[src/core/evt_defines.svh]
`ifndef EVT_DEFINES_SVH
`define EVT_DEFINES_SVH
// Overview of operation
// five modes, continuous default ignores gate
// one selectable polarity for all contacts
// sample-on-fall captures at logical gate fall
// freeze holds display, ignores gate/startup/zero
// gate rising during error voids that capture
// window modes stop on error, window voided
// clear discards data, blocks measuring, ignores gate
// output follows display, zero without data
// peak mode: window maximum becomes result
// valley mode: window minimum becomes result
// peak-to-peak: window maximum minus minimum
// indicator lit whenever gate asserted
// freeze ignored while clear asserted
// one-shot pulse per measurement, not continuous
// zero request works despite lockout or views
// zero rejected on error, freeze, no data
// clear keeps zero reference, clears max/min
// sample-on-fall updates max/min at gate fall
// programmable on/off gate delays, 0..999.9 s
// new gate edge abandons pending delayed event
// continuous bypasses both delays, fall-mode off
// controller keeps gate longer than on delay
// startup input pauses delay count for period
// contacts synchronised, delays in 0.1 s ticks

// ----------------------------------------------------------------
// register byte offsets
// ----------------------------------------------------------------
`define EVT_OFS_CTRL 12'h000
`define EVT_OFS_ON_DLY 12'h004
`define EVT_OFS_OFF_DLY 12'h008
`define EVT_OFS_STARTUP 12'h00c
`define EVT_OFS_STATUS 12'h010
`define EVT_OFS_RESULT 12'h014
`define EVT_OFS_MAX 12'h018
`define EVT_OFS_MIN 12'h01c
`define EVT_OFS_ZERO_REF 12'h020

// ----------------------------------------------------------------
// field positions
// ----------------------------------------------------------------
`define EVT_CTRL_MODE_LSB 0
`define EVT_CTRL_MODE_MSB 2
`define EVT_CTRL_NEG_BIT 3
`define EVT_ST_HAS_DATA 0
`define EVT_ST_GATE 1
`define EVT_ST_ZERO_ON 2
`define EVT_ST_FREEZE 3
`define EVT_ST_CLEAR 4
`define EVT_ST_SCALE_ERR 5
`define EVT_ST_PENDING 6
`define EVT_ST_PAUSE 7

// ----------------------------------------------------------------
// reset values and limits (in 0.1 s ticks)
// ----------------------------------------------------------------
`define EVT_NEG_RST 1'b0
`define EVT_DLY_RST 14'h0000
`define EVT_STARTUP_RST 10'h000
`define EVT_DLY_MAX 14'd9999
`define EVT_STARTUP_MAX 10'd999

// ----------------------------------------------------------------
// timing
// ----------------------------------------------------------------
`define EVT_TICK_NS 100000000
`define EVT_CLK_NS 4
`define EVT_TICK_CYCLES (`EVT_TICK_NS / `EVT_CLK_NS)

`endif

[src/core/evt_pkg.sv]
package evt_pkg;

	// ----------------------------------------------------------------
	// trigger modes
	// ----------------------------------------------------------------
	typedef enum logic [2:0] {
		CONTINUOUS_MODE,
		SAMPLE_ON_FALL_MODE,
		PEAK_MODE,
		VALLEY_MODE,
		PEAK_TO_PEAK_MODE
	} mode_t;

	// ----------------------------------------------------------------
	// apb carriers
	// ----------------------------------------------------------------
	typedef struct packed {
		logic [11:0] paddr;
		logic psel;
		logic penable;
		logic pwrite;
		logic [31:0] pwdata;
	} apb_req_t;

	typedef struct packed {
		logic [31:0] prdata;
		logic pready;
		logic pslverr;
	} apb_rsp_t;

endpackage

[src/core/gate_delay.sv]
`timescale 1ns/1ps
module gate_delay #(
	parameter int DLY_W = 14
) (
	// clock and control
	input wire logic ref_clk_i,
	input wire logic srst_i,
	input wire logic ce_i,
	// gate in and settings
	input wire logic gate_i,
	input wire logic tick_i,
	input wire logic pause_i,
	input wire logic [DLY_W-1:0] on_dly_i,
	input wire logic [DLY_W-1:0] off_dly_i,
	input wire logic bypass_on_i,
	input wire logic bypass_off_i,
	// delayed gate
	output logic gate_o,
	output logic pending_o
);

	typedef struct packed {
		logic target;
		logic out;
		logic [DLY_W-1:0] cnt;
	} dly_state_t;

	dly_state_t s;
	dly_state_t next_s;

	always_comb begin
		next_s = s;
		if (gate_i != s.target) begin
			// restart: the earlier pending change is dropped
			next_s.target = gate_i;
			next_s.cnt = '0;
		end else if (s.target != s.out) begin
			if ((s.target ? bypass_on_i : bypass_off_i) ||
			    (s.cnt >= (s.target ? on_dly_i : off_dly_i))) begin
				next_s.out = s.target;
			end else if (tick_i && !pause_i) begin
				next_s.cnt = s.cnt + 1'b1;
			end
		end
	end

	always_ff @(posedge ref_clk_i) begin
		if (srst_i) begin
			s <= '0;
		end else if (ce_i) begin
			s <= next_s;
		end
	end

	// first tick may be partial: delays are exact to within one tick
	assign gate_o = s.out;
	assign pending_o = s.target != s.out;

endmodule // gate_delay

[src/core/event_trigger_hold_control.sv]
// Added by the designer: the APB interface to the registers and the placing of the registers.
`timescale 1ns/1ps
`include "evt_defines.svh"
module event_trigger_hold_control #(
	parameter int SAMPLE_W = 24,
	parameter int DLY_W = 14,
	parameter int START_W = 10,
	parameter int TICK_CYCLES = `EVT_TICK_CYCLES
) (
	// clock, reset, enable
	input wire logic ref_clk_i,
	input wire logic srst_i,
	input wire logic ce_i,
	// register bus
	input wire evt_pkg::apb_req_t apb_req_i,
	output evt_pkg::apb_rsp_t apb_rsp_o,
	// contact inputs
	input wire logic gate_in_i,
	input wire logic freeze_in_i,
	input wire logic clear_in_i,
	input wire logic zero_req_in_i,
	input wire logic startup_pause_input_i,
	// measurement front end
	input wire logic signed [SAMPLE_W-1:0] sample_i,
	input wire logic sample_valid_i,
	input wire logic scale_err_i,
	// results and indicators
	output logic signed [SAMPLE_W-1:0] display_o,
	output logic signed [SAMPLE_W-1:0] dc_out_o,
	output logic has_data_o,
	output logic gate_active_indicator_o,
	output logic one_shot_o,
	output logic scale_err_ind_o
);

	localparam int TW = $clog2(TICK_CYCLES + 1);
	localparam logic [TW-1:0] TICK_LAST = TW'(TICK_CYCLES - 1);

	// ----------------------------------------------------------------
	// state
	// ----------------------------------------------------------------
	typedef struct packed {
		logic [4:0] sync1;
		logic [4:0] sync2;
		logic gate_hold;
		logic dgate_prev;
		logic zero_prev;
		logic start_prev;
		evt_pkg::mode_t mode;
		logic neg_logic;
		logic [DLY_W-1:0] on_dly;
		logic [DLY_W-1:0] off_dly;
		logic [START_W-1:0] start_per;
		logic [START_W-1:0] start_cnt;
		logic [TW-1:0] tick_cnt;
		logic tick;
		logic has_data;
		logic zero_on;
		logic rise_err;
		logic win_bad;
		logic trk_seen;
		logic signed [SAMPLE_W-1:0] result;
		logic signed [SAMPLE_W-1:0] zero_ref;
		logic signed [SAMPLE_W-1:0] max_v;
		logic signed [SAMPLE_W-1:0] min_v;
		logic signed [SAMPLE_W-1:0] trk_max;
		logic signed [SAMPLE_W-1:0] trk_min;
		logic signed [SAMPLE_W-1:0] display;
		logic gate_ind;
		logic one_shot;
		logic err_ind;
		evt_pkg::apb_rsp_t rsp;
	} state_t;

	state_t s;
	state_t next_s;

	logic dgate;
	logic pending;
	logic pause;
	logic bypass_on;
	logic bypass_off;

	// sign-extends a sample into a bus word; SAMPLE_W must stay below 32
	function automatic logic [31:0] sext(input logic signed [SAMPLE_W-1:0] v);
		sext = {{(32 - SAMPLE_W){v[SAMPLE_W-1]}}, v};
	endfunction

	// ----------------------------------------------------------------
	// gate delay
	// ----------------------------------------------------------------
	assign pause = s.start_cnt != '0;
	assign bypass_on = s.mode == evt_pkg::CONTINUOUS_MODE;
	assign bypass_off = (s.mode == evt_pkg::CONTINUOUS_MODE) ||
	                    (s.mode == evt_pkg::SAMPLE_ON_FALL_MODE);

	gate_delay #(
		.DLY_W(DLY_W)
	) u_gate_delay (
		.ref_clk_i(ref_clk_i),
		.srst_i(srst_i),
		.ce_i(ce_i),
		.gate_i(s.gate_hold),
		.tick_i(s.tick),
		.pause_i(pause),
		.on_dly_i(s.on_dly),
		.off_dly_i(s.off_dly),
		.bypass_on_i(bypass_on),
		.bypass_off_i(bypass_off),
		.gate_o(dgate),
		.pending_o(pending)
	);

	// ----------------------------------------------------------------
	// next state
	// ----------------------------------------------------------------
	always_comb begin
		logic [4:0] lvl;
		logic gate_l;
		logic freeze_l;
		logic clear_l;
		logic zero_l;
		logic start_l;
		logic freeze_eff;
		logic d_rise;
		logic d_fall;
		logic setup;
		logic access;
		logic mapped;
		logic [31:0] rdata;
		logic signed [SAMPLE_W-1:0] shown;

		next_s = s;
		lvl = '0;
		gate_l = 1'b0;
		freeze_l = 1'b0;
		clear_l = 1'b0;
		zero_l = 1'b0;
		start_l = 1'b0;
		freeze_eff = 1'b0;
		d_rise = 1'b0;
		d_fall = 1'b0;
		setup = 1'b0;
		access = 1'b0;
		mapped = 1'b0;
		rdata = '0;
		shown = '0;

		// contacts: two stages, then polarity
		next_s.sync1 = {startup_pause_input_i, zero_req_in_i, clear_in_i, freeze_in_i,
		                gate_in_i};
		next_s.sync2 = s.sync1;
		lvl = s.sync2 ^ {5{s.neg_logic}};
		gate_l = lvl[0];
		freeze_l = lvl[1];
		clear_l = lvl[2];
		zero_l = lvl[3];
		start_l = lvl[4];
		freeze_eff = freeze_l && !clear_l;

		// 0.1 s tick
		next_s.tick = 1'b0;
		if (s.tick_cnt == TICK_LAST) begin
			next_s.tick_cnt = '0;
			next_s.tick = 1'b1;
		end else begin
			next_s.tick_cnt = s.tick_cnt + 1'b1;
		end

		// gate reaches the delay only when neither freeze nor clear
		if (!freeze_eff && !clear_l) begin
			next_s.gate_hold = gate_l;
		end
		next_s.gate_ind = gate_l;

		// startup pause, armed only while a delay is counting
		next_s.start_prev = start_l;
		if (start_l && !s.start_prev && !freeze_eff && pending &&
		    (s.start_per != '0)) begin
			next_s.start_cnt = s.start_per;
		end else if (pause && s.tick) begin
			next_s.start_cnt = s.start_cnt - 1'b1;
		end

		// measurement
		next_s.dgate_prev = dgate;
		d_rise = dgate && !s.dgate_prev;
		d_fall = !dgate && s.dgate_prev;
		next_s.one_shot = 1'b0;
		if (clear_l) begin
			// zero reference is kept, extremes cleared unconditionally
			next_s.has_data = 1'b0;
			next_s.result = '0;
			next_s.max_v = '0;
			next_s.min_v = '0;
			next_s.trk_seen = 1'b0;
			next_s.win_bad = 1'b1;
			next_s.rise_err = 1'b1;
		end else begin
			case (s.mode)
				evt_pkg::CONTINUOUS_MODE: begin
					// gate plays no part here
					if (sample_valid_i) begin
						next_s.result = sample_i;
						next_s.has_data = 1'b1;
						if (!s.has_data || sample_i > s.max_v) next_s.max_v = sample_i;
						if (!s.has_data || sample_i < s.min_v) next_s.min_v = sample_i;
					end
				end
				evt_pkg::SAMPLE_ON_FALL_MODE: begin
					if (d_rise) begin
						next_s.rise_err = scale_err_i;
					end
					if (d_fall && !s.rise_err && !scale_err_i) begin
						next_s.result = sample_i;
						next_s.has_data = 1'b1;
						next_s.one_shot = 1'b1;
						if (!s.has_data || sample_i > s.max_v) begin
							next_s.max_v = sample_i;
						end
						if (!s.has_data || sample_i < s.min_v) begin
							next_s.min_v = sample_i;
						end
					end
				end
				evt_pkg::PEAK_MODE,
				evt_pkg::VALLEY_MODE,
				evt_pkg::PEAK_TO_PEAK_MODE: begin
					if (d_rise) begin
						next_s.trk_seen = 1'b0;
						next_s.win_bad = scale_err_i;
					end
					if (dgate && scale_err_i) begin
						next_s.win_bad = 1'b1;
					end else if (dgate && sample_valid_i) begin
						next_s.trk_seen = 1'b1;
						if (!s.trk_seen || d_rise || sample_i > s.trk_max) begin
							next_s.trk_max = sample_i;
						end
						if (!s.trk_seen || d_rise || sample_i < s.trk_min) begin
							next_s.trk_min = sample_i;
						end
						if (!s.has_data || sample_i > s.max_v) next_s.max_v = sample_i;
						if (!s.has_data || sample_i < s.min_v) next_s.min_v = sample_i;
					end
					if (d_fall && !s.win_bad && s.trk_seen) begin
						next_s.has_data = 1'b1;
						next_s.one_shot = 1'b1;
						if (s.mode == evt_pkg::PEAK_MODE) begin
							next_s.result = s.trk_max;
						end else if (s.mode == evt_pkg::VALLEY_MODE) begin
							next_s.result = s.trk_min;
						end else begin
							next_s.result = s.trk_max - s.trk_min;
						end
					end
				end
				default: begin
					next_s.result = s.result;
				end
			endcase
		end

		// zero request: no lockout gating at all, but refused here
		next_s.zero_prev = zero_l;
		if (zero_l && !s.zero_prev && !freeze_eff && !clear_l && !scale_err_i &&
		    s.has_data) begin
			next_s.zero_on = !s.zero_on;
			next_s.zero_ref = s.result;
		end

		// display and analogue output; freeze holds the last shown value
		// built from the next state so display never lags has_data by a cycle
		shown = next_s.zero_on ? (next_s.result - next_s.zero_ref) : next_s.result;
		if (!freeze_eff) begin
			next_s.display = next_s.has_data ? shown : '0;
			next_s.err_ind = scale_err_i;
		end

		// apb slave: one access cycle, answer registered at setup
		setup = apb_req_i.psel && !apb_req_i.penable;
		access = apb_req_i.psel && apb_req_i.penable && s.rsp.pready;
		mapped = 1'b1;
		case (apb_req_i.paddr)
			`EVT_OFS_CTRL: begin
				rdata[`EVT_CTRL_MODE_MSB:`EVT_CTRL_MODE_LSB] = s.mode;
				rdata[`EVT_CTRL_NEG_BIT] = s.neg_logic;
			end
			`EVT_OFS_ON_DLY: rdata[DLY_W-1:0] = s.on_dly;
			`EVT_OFS_OFF_DLY: rdata[DLY_W-1:0] = s.off_dly;
			`EVT_OFS_STARTUP: rdata[START_W-1:0] = s.start_per;
			`EVT_OFS_STATUS: begin
				rdata[`EVT_ST_HAS_DATA] = s.has_data;
				rdata[`EVT_ST_GATE] = s.gate_ind;
				rdata[`EVT_ST_ZERO_ON] = s.zero_on;
				rdata[`EVT_ST_FREEZE] = freeze_eff;
				rdata[`EVT_ST_CLEAR] = clear_l;
				rdata[`EVT_ST_SCALE_ERR] = s.err_ind;
				rdata[`EVT_ST_PENDING] = pending;
				rdata[`EVT_ST_PAUSE] = pause;
			end
			`EVT_OFS_RESULT: rdata = sext(s.display);
			`EVT_OFS_MAX: rdata = sext(s.max_v);
			`EVT_OFS_MIN: rdata = sext(s.min_v);
			`EVT_OFS_ZERO_REF: rdata = sext(s.zero_ref);
			default: mapped = 1'b0;
		endcase
		next_s.rsp.pready = setup;
		if (setup) begin
			next_s.rsp.prdata = apb_req_i.pwrite ? 32'h0000_0000 : rdata;
			next_s.rsp.pslverr = !mapped;
		end
		if (access && apb_req_i.pwrite && !s.rsp.pslverr) begin
			case (apb_req_i.paddr)
				`EVT_OFS_CTRL: begin
					// out-of-range mode codes are dropped, old mode kept
					if (apb_req_i.pwdata[`EVT_CTRL_MODE_MSB:`EVT_CTRL_MODE_LSB] <= 3'h4) begin
						next_s.mode = evt_pkg::mode_t'(
							apb_req_i.pwdata[`EVT_CTRL_MODE_MSB:`EVT_CTRL_MODE_LSB]);
					end
					next_s.neg_logic = apb_req_i.pwdata[`EVT_CTRL_NEG_BIT];
				end
				`EVT_OFS_ON_DLY: begin
					next_s.on_dly = (apb_req_i.pwdata[DLY_W-1:0] > `EVT_DLY_MAX) ?
					                `EVT_DLY_MAX : apb_req_i.pwdata[DLY_W-1:0];
				end
				`EVT_OFS_OFF_DLY: begin
					next_s.off_dly = (apb_req_i.pwdata[DLY_W-1:0] > `EVT_DLY_MAX) ?
					                 `EVT_DLY_MAX : apb_req_i.pwdata[DLY_W-1:0];
				end
				`EVT_OFS_STARTUP: begin
					next_s.start_per = (apb_req_i.pwdata[START_W-1:0] > `EVT_STARTUP_MAX) ?
					                   `EVT_STARTUP_MAX : apb_req_i.pwdata[START_W-1:0];
				end
				default: begin
					next_s.start_per = s.start_per;
				end
			endcase
		end
	end

	// ----------------------------------------------------------------
	// registers
	// ----------------------------------------------------------------
	always_ff @(posedge ref_clk_i) begin
		if (srst_i) begin
			s <= '0;
			s.neg_logic <= `EVT_NEG_RST;
			s.on_dly <= `EVT_DLY_RST;
			s.off_dly <= `EVT_DLY_RST;
			s.start_per <= `EVT_STARTUP_RST;
		end else if (ce_i) begin
			s <= next_s;
		end
	end

	// ----------------------------------------------------------------
	// outputs
	// ----------------------------------------------------------------
	assign apb_rsp_o = s.rsp;
	assign display_o = s.display;
	assign dc_out_o = s.display;
	assign has_data_o = s.has_data;
	assign gate_active_indicator_o = s.gate_ind;
	assign one_shot_o = s.one_shot;
	assign scale_err_ind_o = s.err_ind;

endmodule // event_trigger_hold_control

[config.mk]
export PLATFORM = sky130hd
export DESIGN_NAME = event_trigger_hold_control
export DESIGN_NICKNAME = d
export VERILOG_FILES = /design/src/core/evt_pkg.sv /design/src/core/gate_delay.sv /design/src/core/event_trigger_hold_control.sv
export VERILOG_INCLUDE_DIRS = /design/src /design/src/core
export SDC_FILE = /design/constraint.sdc
export NUM_CORES = 1
export LEC_CHECK = 0
export ABC_CLOCK_PERIOD_IN_PS = 5300
export BUFFER_PORTS_ARGS = -buffer_cell sky130_fd_sc_hd__buf_2
export CAP_MARGIN = 30
export CELL_PAD_IN_SITES_DETAIL_PLACEMENT = 0
export CELL_PAD_IN_SITES_GLOBAL_PLACEMENT = 2
export CORE_ASPECT_RATIO = 0.9
export CORE_MARGIN = 4
export CORE_UTILIZATION = 34
export CTS_BUF_LIST = sky130_fd_sc_hd__clkbuf_4
export DETAILED_ROUTE_END_ITERATION = 12
export PLACE_DENSITY_LB_ADDON = 0.1
export SKIP_CTS_REPAIR_TIMING = 1
export SYNTH_ARGS = -nofsm -noshare
export SYNTH_HDL_FRONTEND = slang
export SYNTH_SLANG_ARGS = --single-unit
[constraint.sdc]
create_clock -name ref_clk_i -period 5.3 [get_ports ref_clk_i]
set_clock_uncertainty 0.2 [all_clocks]
set_input_delay 1.325 -clock ref_clk_i [delete_from_list [all_inputs] [get_ports ref_clk_i]]
set_output_delay 1.325 -clock ref_clk_i [all_outputs]
set_load 0.005 [all_outputs]
# Word-level counts from Yosys, hierarchy flattened
# Cells that the tools add are included.
# totals
in_bits,81
regBits,318
# classes
n_lt_le_gt_ge,8
eq_ne,20
bitwise_logic,5
reduce_logical,81
n_mux,56
add_sub_neg,5
# op_table
op,n
$mux 24,12
$mux 96,2
$mux 48,3
$pmux 48 s3,1
$mux 14,6
$pmux 18 s4,1
$pmux 24 s3,1
$eq 12x5->1 const B,4
$gt 24x24->1,2
$lt 24x24->1,2
$sub 24x24->24,2
$pmux 4 s9,1
$mux 32,1
$pmux 4 s8,1
$mux 10,3
$mux 27,1
$logic_and 1x1->1,26
$add 25x1->25 const B,1
$eq 25x25->1 const B,1
$mux 25,1
$eq 12x4->1 const B,2
$pmux 4 s6,1
$reduce_bool 10->1,2
$reduce_and 3->1,6
other kinds (34),92

# Logic depth before layout (Yosys ltp)
# Gate-level depths: netlist of the first run.
# depth
depth_word,12
depth_mapped,25

# Hierarchy
# A second synthesis of the first run with hierarchy kept.
# hier_totals
cells_unflattened,2469
hier_area_um2,20074.3
# by_module_without_submodules
mod,area_each_um2,n_inst,cells_each
event_trigger_hold_control,18720.5,1,2313
gate_delay,1353.8,1,156

# Least setup slack after synthesis of the first run
# Ideal clock, no wire load.
# synth_path
path_type,input to register
startpoint,input scale_err_i
endpoint,register s (netlist bit dc_out_o[23])
t_required_ps,4983
arrival_ps,4983
stages,18
path_slack_ps,0
cell_sequence,nor4b_2 mux2_2 and2_1 buf_2 buf_1 a221oi_1 nor2_1 ha_1 o21a_1 o21ai_1 a21oi_1 and2_1 a221o_1 a311oi_2 a211oi_1 a21o_1 xnor2_1 a22o_1
# synth_lines
element,line_no,text
"start, declared",event_trigger_hold_control.sv:26,"input wire logic scale_err_i,"
"end signal, assigned",event_trigger_hold_control.sv:353,s <= next_s;
"end, declared",event_trigger_hold_control.sv:75,state_t s;

==> results of run 1 <==
power groups by stage:
| stage | combinational (mW) | clock, mW | sequential (mW) |
|---|---|---|---|
| after floorplan | 0.547 | 0 | 2.47 |
| after global placement | 0.860 | 0 | 2.51 |
| after detailed placement | 0.870 | 0 | 2.51 |
| after CTS | 0.876 | 2.37 | 2.46 |
| after global routing | 0.987 | 2.48 | 2.46 |
| final | 0.894 | 2.28 | 2.46 |
worst paths after layout:
| kind | cells past startpoint | startpoint | end |
|---|---|---|---|
| hold / removal | 2 | s[288] | s[288] |
| setup reg to reg | 21 | s[85] | dc_out_o[23] |
| hold reg to reg | 2 | s[288] | s[288] |
| setup / recovery | 21 | s[85] | dc_out_o[23] |
worst max-delay path, stage by stage (launching register included):
cell	delay, ns
dfxtp_2	0.32
inv_2	0.07
ha_4	0.14
inv_2	0.04
fa_2	0.41
a211oi_4	0.32
o211ai_2	0.16
a221oi_4	0.39
buf_4	0.20
o21ai_0	0.10
xor2_1	0.15
o211ai_1	0.29
a21oi_1	0.16
ha_1	0.34
a211oi_1	0.30
o21ai_2	0.11
a221o_1	0.39
a311oi_2	0.36
a211oi_2	0.12
a21o_1	0.17
xnor2_1	0.11
a22o_1	0.17
logic make-up (layout without fill, tap and decap cells):
family,after synthesis,after routing,share of synthesized area
simple gates,826,826,0.1952
compound gates,635,635,0.2142
buf+inv,340,583,0.08000
flops,310,310,0.3062
fa+ha+maj,159,159,0.09889
mux,157,157,0.07846
xor+xnor,61,61,0.02710
other cells,0,4,0
sequential cells by signal, summed over array words and instances (netlist names):
register	cells
one_shot_o	1
apb_rsp_o	26
has_data_o	1
s	235
scale_err_ind_o	1
u_gate_delay.gate_o	1
dc_out_o	24
gate_active_indicator_o	1
u_gate_delay.s	15
next_s	5
stage by stage:
stage               cells  hold slack [ns]
finish               3509           0.2816
global route         3509           0.2968
CTS                  3502           0.2818
detailed placement   3354           0.2666
global placement     3352           0.2625
floorplan            2488           0.2470
routing by layer:
layer  track usage  routed length [microns]
met1        0.3426                    38130
met2        0.3735                    34940
met4       0.07490                     2045
met5             0                        0
met3       0.04879                     4756
layout make-up:
cell class	count	share of cell area
clock buffers	129	0.04136
diodes	4	0.0004275
repair buffers	306	0.08700
clock inverters	19	0.005237
well taps	774	0.04136
inverters	129	0.02068
multi-input cells	1838	0.5387
flip-flops and latches	310	0.2653
cell usage after synthesis, drive strengths merged, types with 5 or more instances:
cell type / n / area share
nand4: 36 / 0.011
a31oi: 10 / 0.0037
nor4: 15 / 0.0046
ha: 157 / 0.097
o31ai: 8 / 0.0030
mux2: 9 / 0.0052
a21oi: 136 / 0.034
dfxtp: 310 / 0.31
clkbuf: 97 / 0.018
nand3: 62 / 0.016
a222oi: 22 / 0.011
nand2b: 67 / 0.021
or2: 5 / 0.0015
nand2: 174 / 0.032
a22oi: 59 / 0.022
or3: 17 / 0.0052
a22o: 7 / 0.0030
a211oi: 61 / 0.023
nor2b: 29 / 0.0090
nor3: 33 / 0.0081
nand3b: 32 / 0.012
a221oi: 19 / 0.0094
mux2i: 148 / 0.073
nor3b: 6 / 0.0022
o22ai: 9 / 0.0028
o211ai: 20 / 0.0077
o32ai: 28 / 0.012
xnor2: 32 / 0.014
xor2: 29 / 0.013
and3: 11 / 0.0034
inv: 129 / 0.024
and2: 10 / 0.0031
o31a: 6 / 0.0026
a21o: 42 / 0.016
nor2: 310 / 0.057
o21a: 20 / 0.0074
buf: 114 / 0.038
o311ai: 5 / 0.0022
o21ai: 141 / 0.036
==> impl_metrics.toml, run 1 <==
[sta]
rsz0062_at_grt = "true"
fin_crit_sh = 0.9646
setup_violations = 0
tightest_slew_ns = 1.007
hold_violations = 0
slew_violations = 0
final.min_clock_period_ns = 5.112
fin_ws_ns = 0.1877
fin_setup_tns_ns = 0
slew_headroom = 0.3227
fmax_mhz = 195.6

[global_route]
grt_max_degree = 71
grt_pass1_vias = 18550
grt_overflow = 0
grt.total_usage = 0.2427
antenna_found_initial = 2
grt_first_pass_wirelength_microns = 117200

[detailed_routing]
drt-initial-drc-count = 1549
vias = 19370
firstDrtPassIters = 7
viasPerCell = 5.520
wire_per_inst_microns = 22.76
drc = 0
antenna_left = 0
finalWirelength_microns = 79870

[die]
pin_count = 167
coreArea_sq_mm = 0.05875
die_h_microns = 239.6
dieWidth_microns = 265.4
core.rowCount = 84
fp.dieArea_sq_mm = 0.06359
start_util = 0.3450

[yosys]
yosys_warnings = 0
synth-seq-cells = 310
synth_area_sq_mm = 0.02027
synthArstFlopShare = 0
synth.distinct_cells = 90
yosys_most_used_dff = "dfxtp_1"
yosysSeqAreaShare = 0.3062
synth_edf_count = 0
synth_nets = 2728
postSynthAreaPerCell_sq_um = 8.147
syn_inst = 2488

[placed_design]
io_buffers = 148
post-place-ws_ns = -0.3777
place_congestion = 0.9534
place_area_sq_mm = 0.02217
dp_hpwl_microns = 61040

[power_and_ir_drop]
p_sw_mw = 1.718
seqPwrFrac = 0.436
power_switching_share = 0.3048
p_int_mw = 3.919
combPwrFrac = 0.159
leakage_nw = 9.550
ir_drop_mv = 0.1177
fin_total_pwr_mw = 5.638
p_clk_frac = 0.405
p_per_area_mw_per_mm2 = 240.8

[finish]
most-common-layout-cells = "nor2_1 (308), dfxtp_1 (306), nand2_1 (173), ha_1 (154), buf_4 (151)"
layout-drive-gt1-share = 0.1897
seqCellArea_sq_mm = 0.006211
post-route-cell-area_sq_mm = 0.02341
areaGrowthSynthToFinish_pct = 15.51
fillerInstances = 6066
nets = 2916
utilization = 0.3985
multi_input_area_sq_mm = 0.01261
layout_commonest_cell = "nor2_1"

[clock_network]
clkSlewWorstSetupHoldPaths_ns = 0.06
cts_buffer_depth = 3
cts_root_buf = "clkbuf_4"
clock_sinks = 310
htree_levels = 3
cts_made_buffers = 91
insertion_delay_ns = 0.87
cts_tree = "built"

[setup_path]
r2r_setup_slack_ns = 0.19
crit_type = "reg2reg"
cp-end-kind = "flop"
required_ns = 5.84
crit_fanout = 3
cp-start-kind = "flop"
arrival_ns = 5.65

[outcome]
run_status = "finished clean"

[run]
max_cap_viol_count = 0

[worst_hold_path]
min_path_type = "reg2reg"
Note: power is estimated with default switching activity, not from simulation.
==> inputs of run 2 (changes only) <==
- PLACE_DENSITY: not set -> 0.78
- PLACE_DENSITY_LB_ADDON: 0.1 -> not set
==> run 2 against run 1 <==
  * Die area is the same
  * Final cell count grew 0.26%
  * Core utilization grew 0.19 points
  * Via count grew 0.26%
  * Global-route usage shrank 1.0 points
  * Fmax is essentially flat
  * Worst hold slack lost 0.0037 ns
  * Cell area grew 0.47%
  * Sequential power is essentially flat
  * Non-clock buffer count grew 1
==> impl_metrics.toml, run 2 (same netlist as run 1, synthesis figures left out) <==
[setup_path]
arrival_ns = 5.62
cp-end-kind = "flop"
crit_type = "reg2reg"
required_ns = 5.82
crit_fanout = 3
cp-start-kind = "flop"

[detailed_routing]
vias = 19420
firstDrtPassIters = 6
viasPerCell = 5.520
wire_per_inst_microns = 21.53
drt-initial-drc-count = 1481
drc = 0
antenna_left = 0
finalWirelength_microns = 75740

[clock_network]
clock_sinks = 310
htree_levels = 3
cts_root_buf = "clkbuf_4"
clkSlewWorstSetupHoldPaths_ns = 0.07
insertion_delay_ns = 0.87
cts_buffer_depth = 3
cts_tree = "built"
cts_made_buffers = 87

[sta]
hold_ws_ns = 0.2779
tightest_slew_ns = 0.9875
slew_violations = 0
setup_violations = 0
slew_headroom = 0.3360
hold_violations = 0
final.min_clock_period_ns = 5.107
rsz0062_at_grt = "true"
fin_setup_tns_ns = 0
fin_crit_sh = 0.9636
fin_ws_ns = 0.1927
fmax_mhz = 195.8

[finish]
nets = 2913
final_cells = 3518
layout-drive-gt1-share = 0.1926
largest_register_ffs = 235
top_register = "s"
utilization = 0.4004
post-route-cell-area_sq_mm = 0.02352
most-common-layout-cells = "nor2_1 (307), dfxtp_1 (302), nand2_1 (173), ha_1 (153), buf_4 (153)"
areaGrowthSynthToFinish_pct = 16.06
layout_commonest_cell = "nor2_1"

[power_and_ir_drop]
p_per_area_mw_per_mm2 = 242.9
leakage_nw = 9.608
ir_drop_mv = 0.1231
fin_total_pwr_mw = 5.714

[placed_design]
io_buffers = 148
dp_hpwl_microns = 57740
place_congestion = 0.9554
place_area_sq_mm = 0.02211
place_inst = 3351
post-place-ws_ns = -0.3319

[die]
dieWidth_microns = 265.4
fp.dieArea_sq_mm = 0.06359
pin_count = 167
die_h_microns = 239.6
coreArea_sq_mm = 0.05875
core.rowCount = 84
start_util = 0.3450

[global_route]
grt_first_pass_wirelength_microns = 113800
grt.total_usage = 0.2324
antenna_found_initial = 4
grt_overflow = 0
grt_max_degree = 94
grt_pass1_vias = 18680

[outcome]
run_status = "finished clean"

[worst_hold_path]
min_path_type = "reg2reg"

[run]
max_cap_viol_count = 0
run 2: cell count changes in the layout (fill, tap and decap cells not counted), moves of 4 or more:
| cell | before | now |
|---|---|---|
| clkbuf_4 | 129 | 123 |
| clkinv_1 | 12 | 21 |
| dfxtp_1 | 306 | 302 |
| dfxtp_2 | 4 | 8 |
| diode_2 | 4 | 8 |
| clkinvlp_4 | 4 | 0 |
run 2: final timing paths:
path         slack (ns)           end  depth (start not counted)    from
min reg2reg        0.28        s[262]                          2  s[262]
min                0.28        s[262]                          2  s[262]
max                0.19  dc_out_o[23]                         22   s[85]
max reg2reg        0.19  dc_out_o[23]                         22   s[85]
run 2: per-layer routing:
layer / vias up / GRT usage / share of wire
met5: - / 0 / 0
met4: 0 / 0.07442 / 0.031
met3: 133 / 0.04766 / 0.059
met2: 597 / 0.3626 / 0.44
met1: 9341 / 0.3225 / 0.47
li1: 9347 / - / -
run 2: layout make-up:
cell class                 instances  area (sq um)
fill                            6101         35230
multi-input combinational       1838         12680
sequential                       310          6216
timing repair buffer             307          2019
tap                              774         968.4
clock buffer                     123         923.4
inverter                         129         484.2
clock inverter                    29         215.2
antenna                            8         20.02
run 2: power by group:
group	leakage (nW)	total [mW]	switching, mW	internal, mW
Combinational	6.42	0.902	0.518	0.385
Sequential	2.52	2.45	0.0668	2.39
Clock	0.672	2.36	1.10	1.26
Total	9.61	5.71	1.69	4.03
run 2: critical path, stage by stage (launching register included):
cell and delay (ns):
dfxtp_2 0.32, inv_2 0.07, ha_4 0.13, inv_2 0.04, fa_2 0.41, a211oi_4 0.27, buf_4 0.16, o211ai_4 0.10
a221oi_4 0.39, buf_6 0.17, o21ai_0 0.10, xor2_1 0.15, o211ai_1 0.36, a21oi_2 0.15, ha_4 0.25, a211oi_1 0.26
o21ai_2 0.11, a221o_1 0.40, a311oi_2 0.38, a211oi_2 0.12, a21o_1 0.17, xnor2_1 0.12, a22o_1 0.18
